## src/verilog/scfrz_consts.svh

```systemverilog
// register offsets, field positions, reset values and timing counts of the freeze/system control block
`ifndef SCFRZ_CONSTS_SVH
`define SCFRZ_CONSTS_SVH
`define SCFRZ_ADDR_W 12
`define SCFRZ_OFF_CHAN_BASE 12'h000
`define SCFRZ_OFF_SRC 12'h010
`define SCFRZ_OFF_HWCTRL 12'h014
`define SCFRZ_OFF_INTF_GBL 12'h018
`define SCFRZ_OFF_INTF_INDIV 12'h01C
`define SCFRZ_OFF_ECC_BASE 12'h020
`define SCFRZ_OFF_PARITY 12'h050
`define SCFRZ_OFF_PINMUX 12'h054
`define SCFRZ_OFF_STRAP 12'h058
`define SCFRZ_OFF_MSG_BASE 12'h080
`define SCFRZ_HW_REQ_BIT 0
`define SCFRZ_HW_STATE_LSB 1
`define SCFRZ_RST_CHAN 9'h000
`define SCFRZ_RST_SRC 1'h0
`define SCFRZ_RST_INTF_GBL 1'h0
`define SCFRZ_RST_INTF_INDIV 7'h00
`define SCFRZ_RST_ECC 3'h0
`define SCFRZ_RST_PARITY 8'h00
`define SCFRZ_RST_PINMUX 32'h0000_0000
`define SCFRZ_RST_MSG 32'h0000_0000
`define SCFRZ_CODE_FROZEN 2'h0
`define SCFRZ_CODE_THAWING 2'h1
`define SCFRZ_CODE_THAWED 2'h2
`define SCFRZ_CODE_FREEZING 2'h3
`define SCFRZ_CLK_NS 40
`define SCFRZ_STEP_NS 200
`define SCFRZ_STEP_CYC ((`SCFRZ_STEP_NS + `SCFRZ_CLK_NS - 1) / `SCFRZ_CLK_NS)
`define SCFRZ_GATE_W 9
`endif

```

## src/verilog/scfrz_pkg.sv

```systemverilog
// types shared by the freeze/system control block
package scfrz_pkg;
   // one freeze channel: every field high means the pin configuration is in control
   typedef struct packed {
      logic octcal_run;
      logic ioe_rel;
      logic oct_rel;
      logic dll_rel;
      logic slew_cfg;
      logic wkpull_cfg;
      logic tristate_cfg;
      logic bushold_cfg;
      logic cfg_en;
   } scfrz_gate_type;
   // per-memory ecc control
   typedef struct packed {
      logic inj_dbl;
      logic inj_sgl;
      logic en;
   } scfrz_ecc_type;
   typedef enum logic [1:0] {S_FROZEN, S_THAWING, S_THAWED, S_FREEZING} scfrz_hw_state_type;
endpackage

```

## src/verilog/scfrz_top.sv

```systemverilog
// freeze controller, fabric interface disables, ecc/parity control, pin mux and message registers
`timescale 1ns/10ps
`include "scfrz_consts.svh"

module scfrz_top
   import scfrz_pkg::*;
#(
   parameter int N_ECC = 11,
   parameter int N_PIN = 16,
   parameter int N_STRAP = 3,
   parameter int N_MSG = 8
) (
   input wire logic pclk,
   input wire logic presetn,
   input wire logic cold_presetn,
   input wire logic psel,
   input wire logic penable,
   input wire logic pwrite,
   input wire logic [`SCFRZ_ADDR_W-1:0] paddr,
   input wire logic [31:0] pwdata,
   output logic [31:0] prdata,
   output logic pready,
   output logic pslverr,
   output scfrz_gate_type [3:0] frz_gate,
   output logic [6:0] fabric_intf_dis,
   output scfrz_ecc_type [N_ECC-1:0] ecc_ctrl,
   input wire logic [N_ECC-1:1] ecc_sgl_err,
   input wire logic [N_ECC-1:1] ecc_dbl_err,
   output logic [N_ECC-1:1] ecc_sgl_irq,
   output logic [N_ECC-1:1] ecc_dbl_irq,
   output logic [7:0] parity_inj,
   output logic [2*N_PIN-1:0] pin_sel,
   input wire logic [N_STRAP-1:0] boot_strap
);

   //****************************************************************
   // parameter checks
   //****************************************************************
   if (N_ECC != 11 || N_MSG != 8 || N_PIN > 16 || N_PIN < 1 || N_STRAP > 32 || N_STRAP < 1) begin : g_chk
      $error("scfrz_top: unsupported parameter values");
   end

   localparam logic [3:0] STEP_CYC = 4'(`SCFRZ_STEP_CYC);
   localparam logic [3:0] LAST_STEP = 4'(`SCFRZ_GATE_W - 1);

   //****************************************************************
   // apb slave
   //****************************************************************
   function automatic logic in_block(input logic [`SCFRZ_ADDR_W-1:0] a, input logic [`SCFRZ_ADDR_W-1:0] base,
                                     input int n);
      in_block = (a >= base) && (a < base + `SCFRZ_ADDR_W'(4 * n)) && (a[1:0] == 2'h0);
   endfunction

   function automatic logic [1:0] state_code(input scfrz_hw_state_type s);
      case (s)
         S_FROZEN: state_code = `SCFRZ_CODE_FROZEN;
         S_THAWING: state_code = `SCFRZ_CODE_THAWING;
         S_THAWED: state_code = `SCFRZ_CODE_THAWED;
         default: state_code = `SCFRZ_CODE_FREEZING;
      endcase
   endfunction

   logic pready_reg;
   logic pslverr_reg;
   logic [31:0] prdata_reg;
   logic [31:0] prdata_next;
   logic hit;
   logic rd_cap;
   logic wr_en;
   logic [`SCFRZ_ADDR_W-3:0] widx;

   scfrz_gate_type [3:0] chan_reg;
   logic src_reg;
   logic gbl_reg;
   logic [6:0] indiv_reg;
   scfrz_ecc_type [N_ECC-1:0] ecc_reg;
   logic [7:0] parity_reg;
   logic [31:0] pinmux_reg;
   logic [31:0] msg_reg [N_MSG];
   logic [N_STRAP-1:0] strap_reg;
   scfrz_hw_state_type hw_state_reg;
   scfrz_gate_type hw_gate_reg;
   logic [3:0] hw_step_reg;
   logic [3:0] hw_tmr_reg;
   logic hw_req;
   logic hw_start;

   assign rd_cap = psel & penable & ~pready_reg;
   assign wr_en = psel & penable & pwrite & pready_reg;
   assign widx = paddr[`SCFRZ_ADDR_W-1:2];

   always_comb begin
      hit = 1'b1;
      prdata_next = 32'h0000_0000;
      if (in_block(paddr, `SCFRZ_OFF_CHAN_BASE, 4)) begin
         prdata_next[`SCFRZ_GATE_W-1:0] = chan_reg[paddr[3:2]];
      end else if (paddr == `SCFRZ_OFF_SRC) begin
         prdata_next[0] = src_reg;
      end else if (paddr == `SCFRZ_OFF_HWCTRL) begin
         prdata_next[`SCFRZ_HW_STATE_LSB +: 2] = state_code(hw_state_reg);
      end else if (paddr == `SCFRZ_OFF_INTF_GBL) begin
         prdata_next[0] = gbl_reg;
      end else if (paddr == `SCFRZ_OFF_INTF_INDIV) begin
         prdata_next[6:0] = indiv_reg;
      end else if (in_block(paddr, `SCFRZ_OFF_ECC_BASE, N_ECC)) begin
         prdata_next[2:0] = ecc_reg[4'(widx - `SCFRZ_OFF_ECC_BASE / 4)];
      end else if (paddr == `SCFRZ_OFF_PARITY) begin
         prdata_next[7:0] = parity_reg;
      end else if (paddr == `SCFRZ_OFF_PINMUX) begin
         prdata_next = pinmux_reg;
      end else if (paddr == `SCFRZ_OFF_STRAP) begin
         prdata_next[N_STRAP-1:0] = strap_reg;
      end else if (in_block(paddr, `SCFRZ_OFF_MSG_BASE, N_MSG)) begin
         prdata_next = msg_reg[3'(widx - `SCFRZ_OFF_MSG_BASE / 4)];
      end else begin
         hit = 1'b0;
      end
   end

   // one wait state: data and ready rise one edge into the access phase
   always_ff @(posedge pclk or negedge presetn) begin
      if (!presetn) begin
         pready_reg <= 1'b0;
         pslverr_reg <= 1'b0;
         prdata_reg <= 32'h0000_0000;
      end else begin
         pready_reg <= rd_cap;
         pslverr_reg <= rd_cap & ~hit;
         if (rd_cap && !pwrite) begin
            prdata_reg <= prdata_next;
         end
      end
   end

   //****************************************************************
   // cold-reset-only registers
   //****************************************************************
   always_ff @(posedge pclk or negedge cold_presetn) begin
      if (!cold_presetn) begin
         chan_reg <= {4{`SCFRZ_RST_CHAN}};
         src_reg <= `SCFRZ_RST_SRC;
         gbl_reg <= `SCFRZ_RST_INTF_GBL;
         indiv_reg <= `SCFRZ_RST_INTF_INDIV;
         ecc_reg <= {N_ECC{`SCFRZ_RST_ECC}};
         pinmux_reg <= `SCFRZ_RST_PINMUX;
      end else if (wr_en && hit) begin
         if (in_block(paddr, `SCFRZ_OFF_CHAN_BASE, 4)) begin
            chan_reg[paddr[3:2]] <= pwdata[`SCFRZ_GATE_W-1:0];
         end
         if (paddr == `SCFRZ_OFF_SRC) begin
            src_reg <= pwdata[0];
         end
         if (paddr == `SCFRZ_OFF_INTF_GBL) begin
            gbl_reg <= pwdata[0];
         end
         if (paddr == `SCFRZ_OFF_INTF_INDIV) begin
            indiv_reg <= pwdata[6:0];
         end
         if (in_block(paddr, `SCFRZ_OFF_ECC_BASE, N_ECC)) begin
            ecc_reg[4'(widx - `SCFRZ_OFF_ECC_BASE / 4)] <= pwdata[2:0];
         end
         if (paddr == `SCFRZ_OFF_PINMUX) begin
            pinmux_reg <= pwdata;
         end
      end
   end

   // message words: plain storage, cleared by cold reset only
   always_ff @(posedge pclk or negedge cold_presetn) begin
      if (!cold_presetn) begin
         for (int i = 0; i < N_MSG; i++) begin
            msg_reg[i] <= `SCFRZ_RST_MSG;
         end
      end else if (wr_en && in_block(paddr, `SCFRZ_OFF_MSG_BASE, N_MSG)) begin
         msg_reg[3'(widx - `SCFRZ_OFF_MSG_BASE / 4)] <= pwdata;
      end
   end

   // parity injection clears on warm reset only, not on cold reset
   always_ff @(posedge pclk or negedge presetn) begin
      if (!presetn) begin
         parity_reg <= `SCFRZ_RST_PARITY;
      end else if (wr_en && paddr == `SCFRZ_OFF_PARITY) begin
         parity_reg <= pwdata[7:0];
      end
   end

   //****************************************************************
   // boot strap capture at cold release
   //****************************************************************
   logic [N_STRAP-1:0] strap_s1_reg;
   logic [N_STRAP-1:0] strap_s2_reg;
   logic [1:0] strap_cnt_reg;

   always_ff @(posedge pclk or negedge cold_presetn) begin
      if (!cold_presetn) begin
         strap_s1_reg <= '0;
         strap_s2_reg <= '0;
         strap_reg <= '0;
         strap_cnt_reg <= 2'h0;
      end else begin
         strap_s1_reg <= boot_strap;
         strap_s2_reg <= strap_s1_reg;
         // third edge after release: the second stage now holds the pin level
         if (strap_cnt_reg == 2'h2) begin
            strap_reg <= strap_s2_reg;
         end
         if (strap_cnt_reg != 2'h3) begin
            strap_cnt_reg <= strap_cnt_reg + 2'h1;
         end
      end
   end

   //****************************************************************
   // hardware freeze sequencer, vertical channel 1
   //****************************************************************
   assign hw_req = wr_en && paddr == `SCFRZ_OFF_HWCTRL && pwdata[`SCFRZ_HW_REQ_BIT];
   assign hw_start = hw_req && (hw_state_reg == S_FROZEN || hw_state_reg == S_THAWED);

   always_ff @(posedge pclk or negedge cold_presetn) begin
      if (!cold_presetn) begin
         hw_state_reg <= S_FROZEN;
         hw_gate_reg <= `SCFRZ_RST_CHAN;
         hw_step_reg <= 4'h0;
         hw_tmr_reg <= 4'h0;
      end else begin
         case (hw_state_reg)
            S_FROZEN, S_THAWED: begin
               hw_step_reg <= 4'h0;
               hw_tmr_reg <= STEP_CYC;
               if (hw_start) begin
                  hw_state_reg <= (hw_state_reg == S_FROZEN) ? S_THAWING : S_FREEZING;
               end
            end
            S_THAWING, S_FREEZING: begin
               if (hw_tmr_reg == 4'h1) begin
                  // thaw releases fields last-to-first, freeze drops them first-to-last
                  if (hw_state_reg == S_THAWING) begin
                     hw_gate_reg[LAST_STEP - hw_step_reg] <= 1'b1;
                  end else begin
                     hw_gate_reg[hw_step_reg] <= 1'b0;
                  end
                  hw_tmr_reg <= STEP_CYC;
                  hw_step_reg <= hw_step_reg + 4'h1;
                  if (hw_step_reg == LAST_STEP) begin
                     hw_state_reg <= (hw_state_reg == S_THAWING) ? S_THAWED : S_FROZEN;
                  end
               end else begin
                  hw_tmr_reg <= hw_tmr_reg - 4'h1;
               end
            end
            default: hw_state_reg <= S_FROZEN;
         endcase
      end
   end

   //****************************************************************
   // output registers
   //****************************************************************
   // configuration registers in the io are never reset here; a zero gate blocks them instead
   always_ff @(posedge pclk or negedge cold_presetn) begin
      if (!cold_presetn) begin
         frz_gate <= {4{`SCFRZ_RST_CHAN}};
         fabric_intf_dis <= '0;
         ecc_ctrl <= {N_ECC{`SCFRZ_RST_ECC}};
         pin_sel <= '0;
      end else begin
         for (int c = 0; c < 4; c++) begin
            frz_gate[c] <= chan_reg[c];
         end
         if (src_reg) begin
            frz_gate[1] <= hw_gate_reg;
         end
         fabric_intf_dis <= indiv_reg | {7{gbl_reg}};
         ecc_ctrl <= ecc_reg;
         pin_sel <= pinmux_reg[2*N_PIN-1:0];
      end
   end

   always_ff @(posedge pclk or negedge presetn) begin
      if (!presetn) begin
         ecc_sgl_irq <= '0;
         ecc_dbl_irq <= '0;
         parity_inj <= `SCFRZ_RST_PARITY;
      end else begin
         ecc_sgl_irq <= ecc_sgl_err;
         ecc_dbl_irq <= ecc_dbl_err;
         parity_inj <= parity_reg;
      end
   end

   assign pready = pready_reg;
   assign pslverr = pslverr_reg;
   assign prdata = prdata_reg;
endmodule

```

## config.mk

```make
export PLATFORM = sky130hd
export DESIGN_NAME = scfrz_top
export DESIGN_NICKNAME = d
export VERILOG_FILES = /design/src/verilog/scfrz_pkg.sv /design/src/verilog/scfrz_top.sv
export VERILOG_INCLUDE_DIRS = /design/src /design/src/verilog
export SDC_FILE = /design/constraint.sdc
export NUM_CORES = 1
export LEC_CHECK = 0
export ABC_AREA = 1
export BUFFER_PORTS_ARGS = -buffer_cell sky130_fd_sc_hd__buf_2
export CAP_MARGIN = 20
export CORE_MARGIN = 2
export CORE_UTILIZATION = 45
export CTS_CLUSTER_SIZE = 12
export DETAILED_ROUTE_END_ITERATION = 7
export GPL_TIMING_DRIVEN = 0
export HOLD_SLACK_MARGIN = 0.03
export PLACE_DENSITY = 0.61
export SLEW_MARGIN = 40
export SYNTH_ARGS = -nofsm -noshare
export SYNTH_HDL_FRONTEND = slang
export SYNTH_SLANG_ARGS = --single-unit
export TNS_END_PERCENT = 100
```

## constraint.sdc

```tcl
create_clock -name pclk -period 2.2 [get_ports pclk]
set_input_delay 0.33 -clock pclk [delete_from_list [all_inputs] [get_ports pclk]]
set_output_delay 0.33 -clock pclk [all_outputs]
set_load 0.02 [all_outputs]
```

# Word-level counts from Yosys, hierarchy flattened
# Cells that the tools add are included.
classes:
  addsub: 6
  magnitude_cmp: 16
  eq_ne: 17
  muxes: 73
  bitwise: 12
  reduce_logical: 32
op_table:
  columns: ["op", "n"]
  rows:
  - ["bitwise mux 256 bit", 1]
  - ["two-way mux 29 bit", 8]
  - ["two-way mux 32 bit", 5]
  - ["binary-select mux 32 bit (select 3 bit)", 1]
  - ["demux 32 bit (select 3 bit)", 1]
  - ["two-way mux 31 bit", 2]
  - ["two-way mux 8 bit", 7]
  - ["equality test 12 x 5 -> 1 bit (second input constant)", 4]
  - ["two-way mux 9 bit", 5]
  - ["bitwise mux 36 bit", 1]
  - ["equality test 12 x 7 -> 1 bit (second input constant)", 3]
  - ["bitwise mux 33 bit", 1]
  - ["two-way mux 25 bit", 1]
  - ["two-way mux 24 bit", 1]
  - ["two-way mux 23 bit", 1]
  - ["binary-select mux 9 bit (select 2 bit)", 1]
  - ["demux 9 bit (select 2 bit)", 1]
  - ["logical AND 1 bit", 18]
  - ["one-hot mux 4 bit (2 select lines)", 2]
  - ["less-than comparator 4 x 5 -> 1 bit (second input constant)", 3]
  - ["two-way mux 1 bit", 15]
  - ["AND reduction 2 bit", 7]
  - ["binary-select mux 3 bit (select 4 bit)", 1]
  - ["demux 3 bit (select 4 bit)", 1]
  - ["41 further kinds", 65]
word_totals:
  register_bits: 574
  input_bits: 73
  out_inout_bits: 170
  elab_cells: 331

# Longest topological paths before layout
depth:
  word_depth: 26
  depth_mapped: 16
  ltp_nobuf: 15

# Least setup slack after synthesis
# OpenSTA, ideal clock, no wires.
synth_path:
  kind: "input -> register"
  from: "input paddr[3]"
  to: "register chan_reg[19] (netlist name)"
  setup_time_ns: 0.134
  t_arrival_ns: 1.812
  required_ns: 2.066
  path_slack_ns: 0.254
  cell_stages: 12
  path_buffers: 2
  path_cell_list: "buf_2 inv_2 nand2_2 nor2_1 nand2_2 nand2_1 nor2_1 nor2_4 nand2_2 nor2_4 buf_2 a21oi_1"
synth_between:
  elab_chain_len: 15
  elab_cells_between_ends: 37
  cone_classes: "order compare: 8; eq/ne: 7; mux: 13; reduce/logical: 9"
synth_rtl:
  columns: ["item", "line_no", "rtl"]
  rows:
  - ["start, declared", "scfrz_top.sv:19", "input wire logic [`SCFRZ_ADDR_W-1:0] paddr,"]
  - [">= comparator 12 x 8 -> 1 bit or less-than comparator 12 x 8 -> 1 bit (tied branches)", "scfrz_top.sv:51", "in_block = (a >= base) && (a < base + `SCFRZ_ADDR_W'(4 * n)) && (a[1:0] == 2'h0);"]
  - ["logical AND 1 bit (2 in series)", "scfrz_top.sv:51", null]
  - ["two-way mux 1 bit", "scfrz_top.sv:113", "end else if (in_block(paddr, `SCFRZ_OFF_MSG_BASE, N_MSG)) begin"]
  - ["two-way mux 1 bit", "scfrz_top.sv:111", "end else if (paddr == `SCFRZ_OFF_STRAP) begin"]
  - ["two-way mux 1 bit", "scfrz_top.sv:109", "end else if (paddr == `SCFRZ_OFF_PINMUX) begin"]
  - ["two-way mux 1 bit", "scfrz_top.sv:107", "end else if (paddr == `SCFRZ_OFF_PARITY) begin"]
  - ["two-way mux 1 bit", "scfrz_top.sv:105", "end else if (in_block(paddr, `SCFRZ_OFF_ECC_BASE, N_ECC)) begin"]
  - ["two-way mux 1 bit", "scfrz_top.sv:103", "end else if (paddr == `SCFRZ_OFF_INTF_INDIV) begin"]
  - ["two-way mux 1 bit", "scfrz_top.sv:101", "end else if (paddr == `SCFRZ_OFF_INTF_GBL) begin"]
  - ["two-way mux 1 bit", "scfrz_top.sv:99", "end else if (paddr == `SCFRZ_OFF_HWCTRL) begin"]
  - ["two-way mux 1 bit", "scfrz_top.sv:97", "end else if (paddr == `SCFRZ_OFF_SRC) begin"]
  - ["two-way mux 1 bit", "scfrz_top.sv:95", "if (in_block(paddr, `SCFRZ_OFF_CHAN_BASE, 4)) begin"]
  - ["logical AND 1 bit", "scfrz_top.sv:146", "end else if (wr_en && hit) begin"]
  - ["AND reduction 2 bit (no line)", null, null]
  - ["end signal, assigned", "scfrz_top.sv:140", "chan_reg <= {4{`SCFRZ_RST_CHAN}};"]
  - ["end signal, assigned by index", "scfrz_top.sv:148", "chan_reg[paddr[3:2]] <= pwdata[`SCFRZ_GATE_W-1:0];"]
  - ["end, declared", "scfrz_top.sv:72", "scfrz_gate_type [3:0] chan_reg;"]
# Parallel ways exist; a longest one is shown, timed or not.
# A chain may end at the register's enable or synchronous reset.

# Worst setup path in the final report
layout_path:
  from: "register pready_reg (netlist: pready)"
  to: "register msg_reg[199] (netlist name)"
layout_between:
  elab_chain_len: 2
layout_rtl:
  columns: ["item", "line_no", "rtl"]
  rows:
  - ["start, declared", "scfrz_top.sv:63", "logic pready_reg;"]
  - ["start signal, assigned", "scfrz_top.sv:127", "pready_reg <= rd_cap;"]
  - ["AND 1 bit", "scfrz_top.sv:89", "assign wr_en = psel & penable & pwrite & pready_reg;"]
  - ["logical AND 1 bit", "scfrz_top.sv:174", "end else if (wr_en && in_block(paddr, `SCFRZ_OFF_MSG_BASE, N_MSG)) begin"]
  - ["end signal, assigned by index", "scfrz_top.sv:172", "msg_reg[i] <= `SCFRZ_RST_MSG;"]
  - ["end signal, assigned by index", "scfrz_top.sv:175", "msg_reg[3'(widx - `SCFRZ_OFF_MSG_BASE / 4)] <= pwdata;"]
  - ["end, declared", "scfrz_top.sv:79", "logic [31:0] msg_reg [N_MSG];"]
# No other way between the ends.

==> flow_results.org <==
** Floorplan
- Die height :: 226 um
- The die is 226 um wide.
- For this configuration, the core starts out at a cell density of 45.6%.
- Area of the die :: 51300 sq um
- In this run the standard cell core region covers 48800 sq um.
- 243 I/O pins were placed.
- Site row count :: 81

** Synthesis
- Number of nets produced by synthesis :: 2354
- Synthesis handed over a netlist of 2269 instances.
- Sequential fraction of the synthesis area :: 64.5%
- Synth Register Bits :: 574
- A synthesized cell averages 9.81 sq um.
- During synthesis, Yosys emitted a total of 0 warnings.
- Count of cell types in the netlist :: 37
- Commonest register cell after synthesis :: sky130_fd_sc_hd__dfrtp_1
- Number of enable flip-flop cells after synthesis :: 0
- The synthesized netlist occupies a cell area of 22300 sq um.
- Async SR Flop Fraction :: 100%

** STA
- Number of endpoints with negative hold slack in the final report :: 0
- At the pin with the least slew margin, the transition time is 0.825 ns.
- Derived from the worst setup path, the maximum achievable clock frequency is 469 MHz.
- Count of final max-slew check failures :: 0
- Setup TNS :: 0 ns
- Clock skew on the completed layout was measured at 0.0108 ns.
- The routed design could run at a clock period as short as 2.13 ns.
- Of the available clock period, the critical path in the final layout requires 96.9%.
- Remaining max-slew budget at the tightest pin :: 45.0%
- Setup violations remaining at the end of the flow were counted as 0.
- Unrepaired setup endpoints after global routing :: no

** Pwr
- Total power per unit cell area :: 829 nW/um^2
- Total power for the finished layout comes to 22400 uW.
- IR analysis of the VDD net gives a maximum drop of 0.000563 V.
- Summed over all cells, the static leakage comes to 0.0132 uW.

** Worst setup path
- Counting cells, the worst reg-to-reg path comes to 7.
- Arrival time at the worst endpoint :: 2.59 ns
- Startpoint class of the critical path :: flip-flop
- The worst setup path is captured at a flip-flop.
- CP Max Fanout :: 10
- Worst EP required :: 2.66 ns
- The critical path is of the reg -> reg type.

** Routing
- Post-DR wirelength/cell :: 21.7 um
- Number of vias per cell :: 5.52
- For this block, the initial DRC count from the detailed router was 1759.
- After detailed routing, the total wire length is 72400 um.
- DRC violations left :: 0
- The detail route stage leaves a number of antenna-violating nets equal to 0.
- Via count of the routed design :: 18400
- Pre-antenna DRT Iters :: 5

** Final layout
- Cells with a size suffix above 1 make up 17.7% of the layout.
- Final Instance Count excl. Fillers :: 3330
- Final Cell Area :: 27100 sq um
- Diode count :: 0
- Final nets :: 2710
- The register with the most flip-flops in the layout has 256 of them.
- Layout area overhead :: 21.6%

** GRT
- Most utilized layer in the global route result :: met2
- Met2 usage in global routing :: 46.5%
- Total global routing track utilization :: 28.5%
- Overall overflow remaining after global route :: 0
- Met1 layer usage reported by global route :: 38.4%
- The number of global-route vias before repair came to 18200.
- Wire length of the first global-routing pass :: 110000 um
- Met3 Track Usage GR :: 4.70%
- The initial antenna violation count is 0.
- Largest net degree at the start of global routing :: 77

** CTS
- In this run, CTS created clock tree buffers numbering 59.
- Skew-Pair Late Insertion Delay :: 0.62 ns
- Clock slew at the register clock pins of the worst setup and hold paths :: 0.06 ns
- The cell sitting at the root of the clock tree is a sky130_fd_sc_hd__clkbuf_16.
- Counting along the longest clock path gives a buffer depth of 3.
- CTS built an H-tree with a depth of 2.
- Sink Count :: 574
- TritonCTS clock tree :: done

** Run status
- The flow ran to the end, and the final reports show no timing, DRC or antenna violations.

** Place
- HPWL reported at the end of detailed placement :: 50500 um
- Last weighted congestion value of the routability-driven placer :: 0.906
- Once placement completed, the tool counted placed cells totaling 3183.
- Quantity of I/O buffers inserted on ports :: 241
- Once placement finished, the instance area stood at 24600 sq um.

** Min path
- The min-delay analysis places its worst path in the category in -> async.

** Flow run
- Across the run, the number of max-cap violations was 0.
## per-layer routing
metal	part of all wire, %	routed length, um
met1	41	29600
met4	3.8	2730
met2	48	34700
met5	0	0
met3	7.4	5340
## path summary, 6_finish.rpt
| kind | to | startpoint | slack (ns) |
|---|---|---|---|
| max | msg_reg[199] | pready | 0.07 |
| min | ecc_ctrl[31] | cold_presetn | 0.08 |
| max reg2reg | msg_reg[199] | pready | 0.07 |
| min reg2reg | strap_s2_reg[1] | strap_s1_reg[1] | 0.34 |
| max in group asynchronous | msg_reg[14] | cold_presetn | 0.34 |
| min in group pclk | prdata[3] | pwrite | 0.09 |
## cell families after synthesis
kind of cell / share of synthesized area, %
XOR/XNOR: 0.157
AND/OR/NAND/NOR: 14.0
buffers and inverters: 4.23
flip-flops: 64.5
adder cells (fa/ha/maj): 0.674
multiplexers: 0.197
AO/OA/AOI/OAI: 16.2
## Yosys cell counts, types with 9 or more instances
cell	instances	share of area [%]
sky130_fd_sc_hd__buf_2	17	0.38
sky130_fd_sc_hd__clkbuf_1	103	1.7
sky130_fd_sc_hd__o22ai_1	114	3.2
sky130_fd_sc_hd__nand2_2	11	0.31
sky130_fd_sc_hd__ha_1	12	0.67
sky130_fd_sc_hd__inv_1	111	1.9
sky130_fd_sc_hd__o21ai_0	467	10
sky130_fd_sc_hd__nor2_1	120	2.0
sky130_fd_sc_hd__dfrtp_1	574	65
sky130_fd_sc_hd__a21oi_1	37	0.83
sky130_fd_sc_hd__nor3_1	10	0.22
sky130_fd_sc_hd__nand3_1	28	0.63
sky130_fd_sc_hd__nand4_1	11	0.31
sky130_fd_sc_hd__or2_2	27	0.76
sky130_fd_sc_hd__nand2_1	553	9.3
sky130_fd_sc_hd__a32oi_1	15	0.59
sky130_fd_sc_hd__a32o_1	9	0.40
## critical path, cell delays in order, from the launching register on
cell	delay, ns
sky130_fd_sc_hd__dfrtp_1	0.42
sky130_fd_sc_hd__nand4_1	0.12
sky130_fd_sc_hd__buf_4	0.18
sky130_fd_sc_hd__nor2_4	0.29
sky130_fd_sc_hd__nand2_2	0.29
sky130_fd_sc_hd__clkbuf_1	0.42
sky130_fd_sc_hd__nand2_1	0.13
sky130_fd_sc_hd__o21ai_0	0.10
## repair_timing
| item | in CTS | in global routing |
|---|---|---|
| pin swaps | 5 | 2 |
| setup endpoints to repair | 354 | 186 |
| buffers inserted | 6 | 2 |
| cloned | 0 | 1 |
| resized for setup | 31 | 35 |
| endpoints found under the hold margin | 185 | 0 |
| hold buffers | 36 | 0 |
## power breakdown
group          internal, uW  total [uW]  switching [uW]
sequential            10700       10800            99.7
combinational           493        1680            1180
clock                  5870        9980            4120
total                 17100       22400            5400
## area by class of cell
cell class	count	area, sq um
fill	4429	21800
tap	664	831
buffer	128	564
multi-input combinational	1450	7030
clock buffer	94	1830
clock inverter	8	105
inverter	117	439
timing repair buffer	295	1910
sequential	574	14400
## placed cells by master (no fill, tap or decap), types with 6 or more instances in the layout
| cell | count |
|---|---|
| sky130_fd_sc_hd__dlygate4sd3_1 | 36 |
| sky130_fd_sc_hd__nand3_1 | 24 |
| sky130_fd_sc_hd__o22ai_1 | 114 |
| sky130_fd_sc_hd__clkbuf_8 | 20 |
| sky130_fd_sc_hd__dfrtp_1 | 574 |
| sky130_fd_sc_hd__buf_2 | 256 |
| sky130_fd_sc_hd__ha_1 | 12 |
| sky130_fd_sc_hd__buf_16 | 8 |
| sky130_fd_sc_hd__clkbuf_4 | 6 |
| sky130_fd_sc_hd__nor3_1 | 8 |
| sky130_fd_sc_hd__a32oi_1 | 15 |
| sky130_fd_sc_hd__nand2_2 | 14 |
| sky130_fd_sc_hd__clkbuf_1 | 83 |
| sky130_fd_sc_hd__inv_2 | 6 |
| sky130_fd_sc_hd__buf_4 | 8 |
| sky130_fd_sc_hd__inv_1 | 111 |
| sky130_fd_sc_hd__clkbuf_2 | 32 |
| sky130_fd_sc_hd__nor2_1 | 114 |
| sky130_fd_sc_hd__o21ai_0 | 465 |
| sky130_fd_sc_hd__nand4_1 | 11 |
| sky130_fd_sc_hd__nor2_4 | 7 |
| sky130_fd_sc_hd__a32o_1 | 9 |
| sky130_fd_sc_hd__or2_2 | 27 |
| sky130_fd_sc_hd__a21oi_1 | 37 |
| sky130_fd_sc_hd__clkbuf_16 | 61 |
| sky130_fd_sc_hd__nand2_1 | 548 |
| sky130_fd_sc_hd__o2111ai_1 | 6 |
## metrics by stage
| stage | utilization [%] | hold WS [ns] | setup WS [ns] |
|---|---|---|---|
| CTS | 55.2 | 0.0552 | 0.0188 |
| global route | 55.4 | 0.0805 | 0.00551 |
| detailed placement | 50.3 | 0.114 | -1.11 |
| global placement | 49.7 | 0.335 | -9.27 |
| finish | 55.4 | 0.0801 | 0.0689 |
| floorplan | - | 0.0344 | 0.254 |
Power figures use the tool's default switching activity.
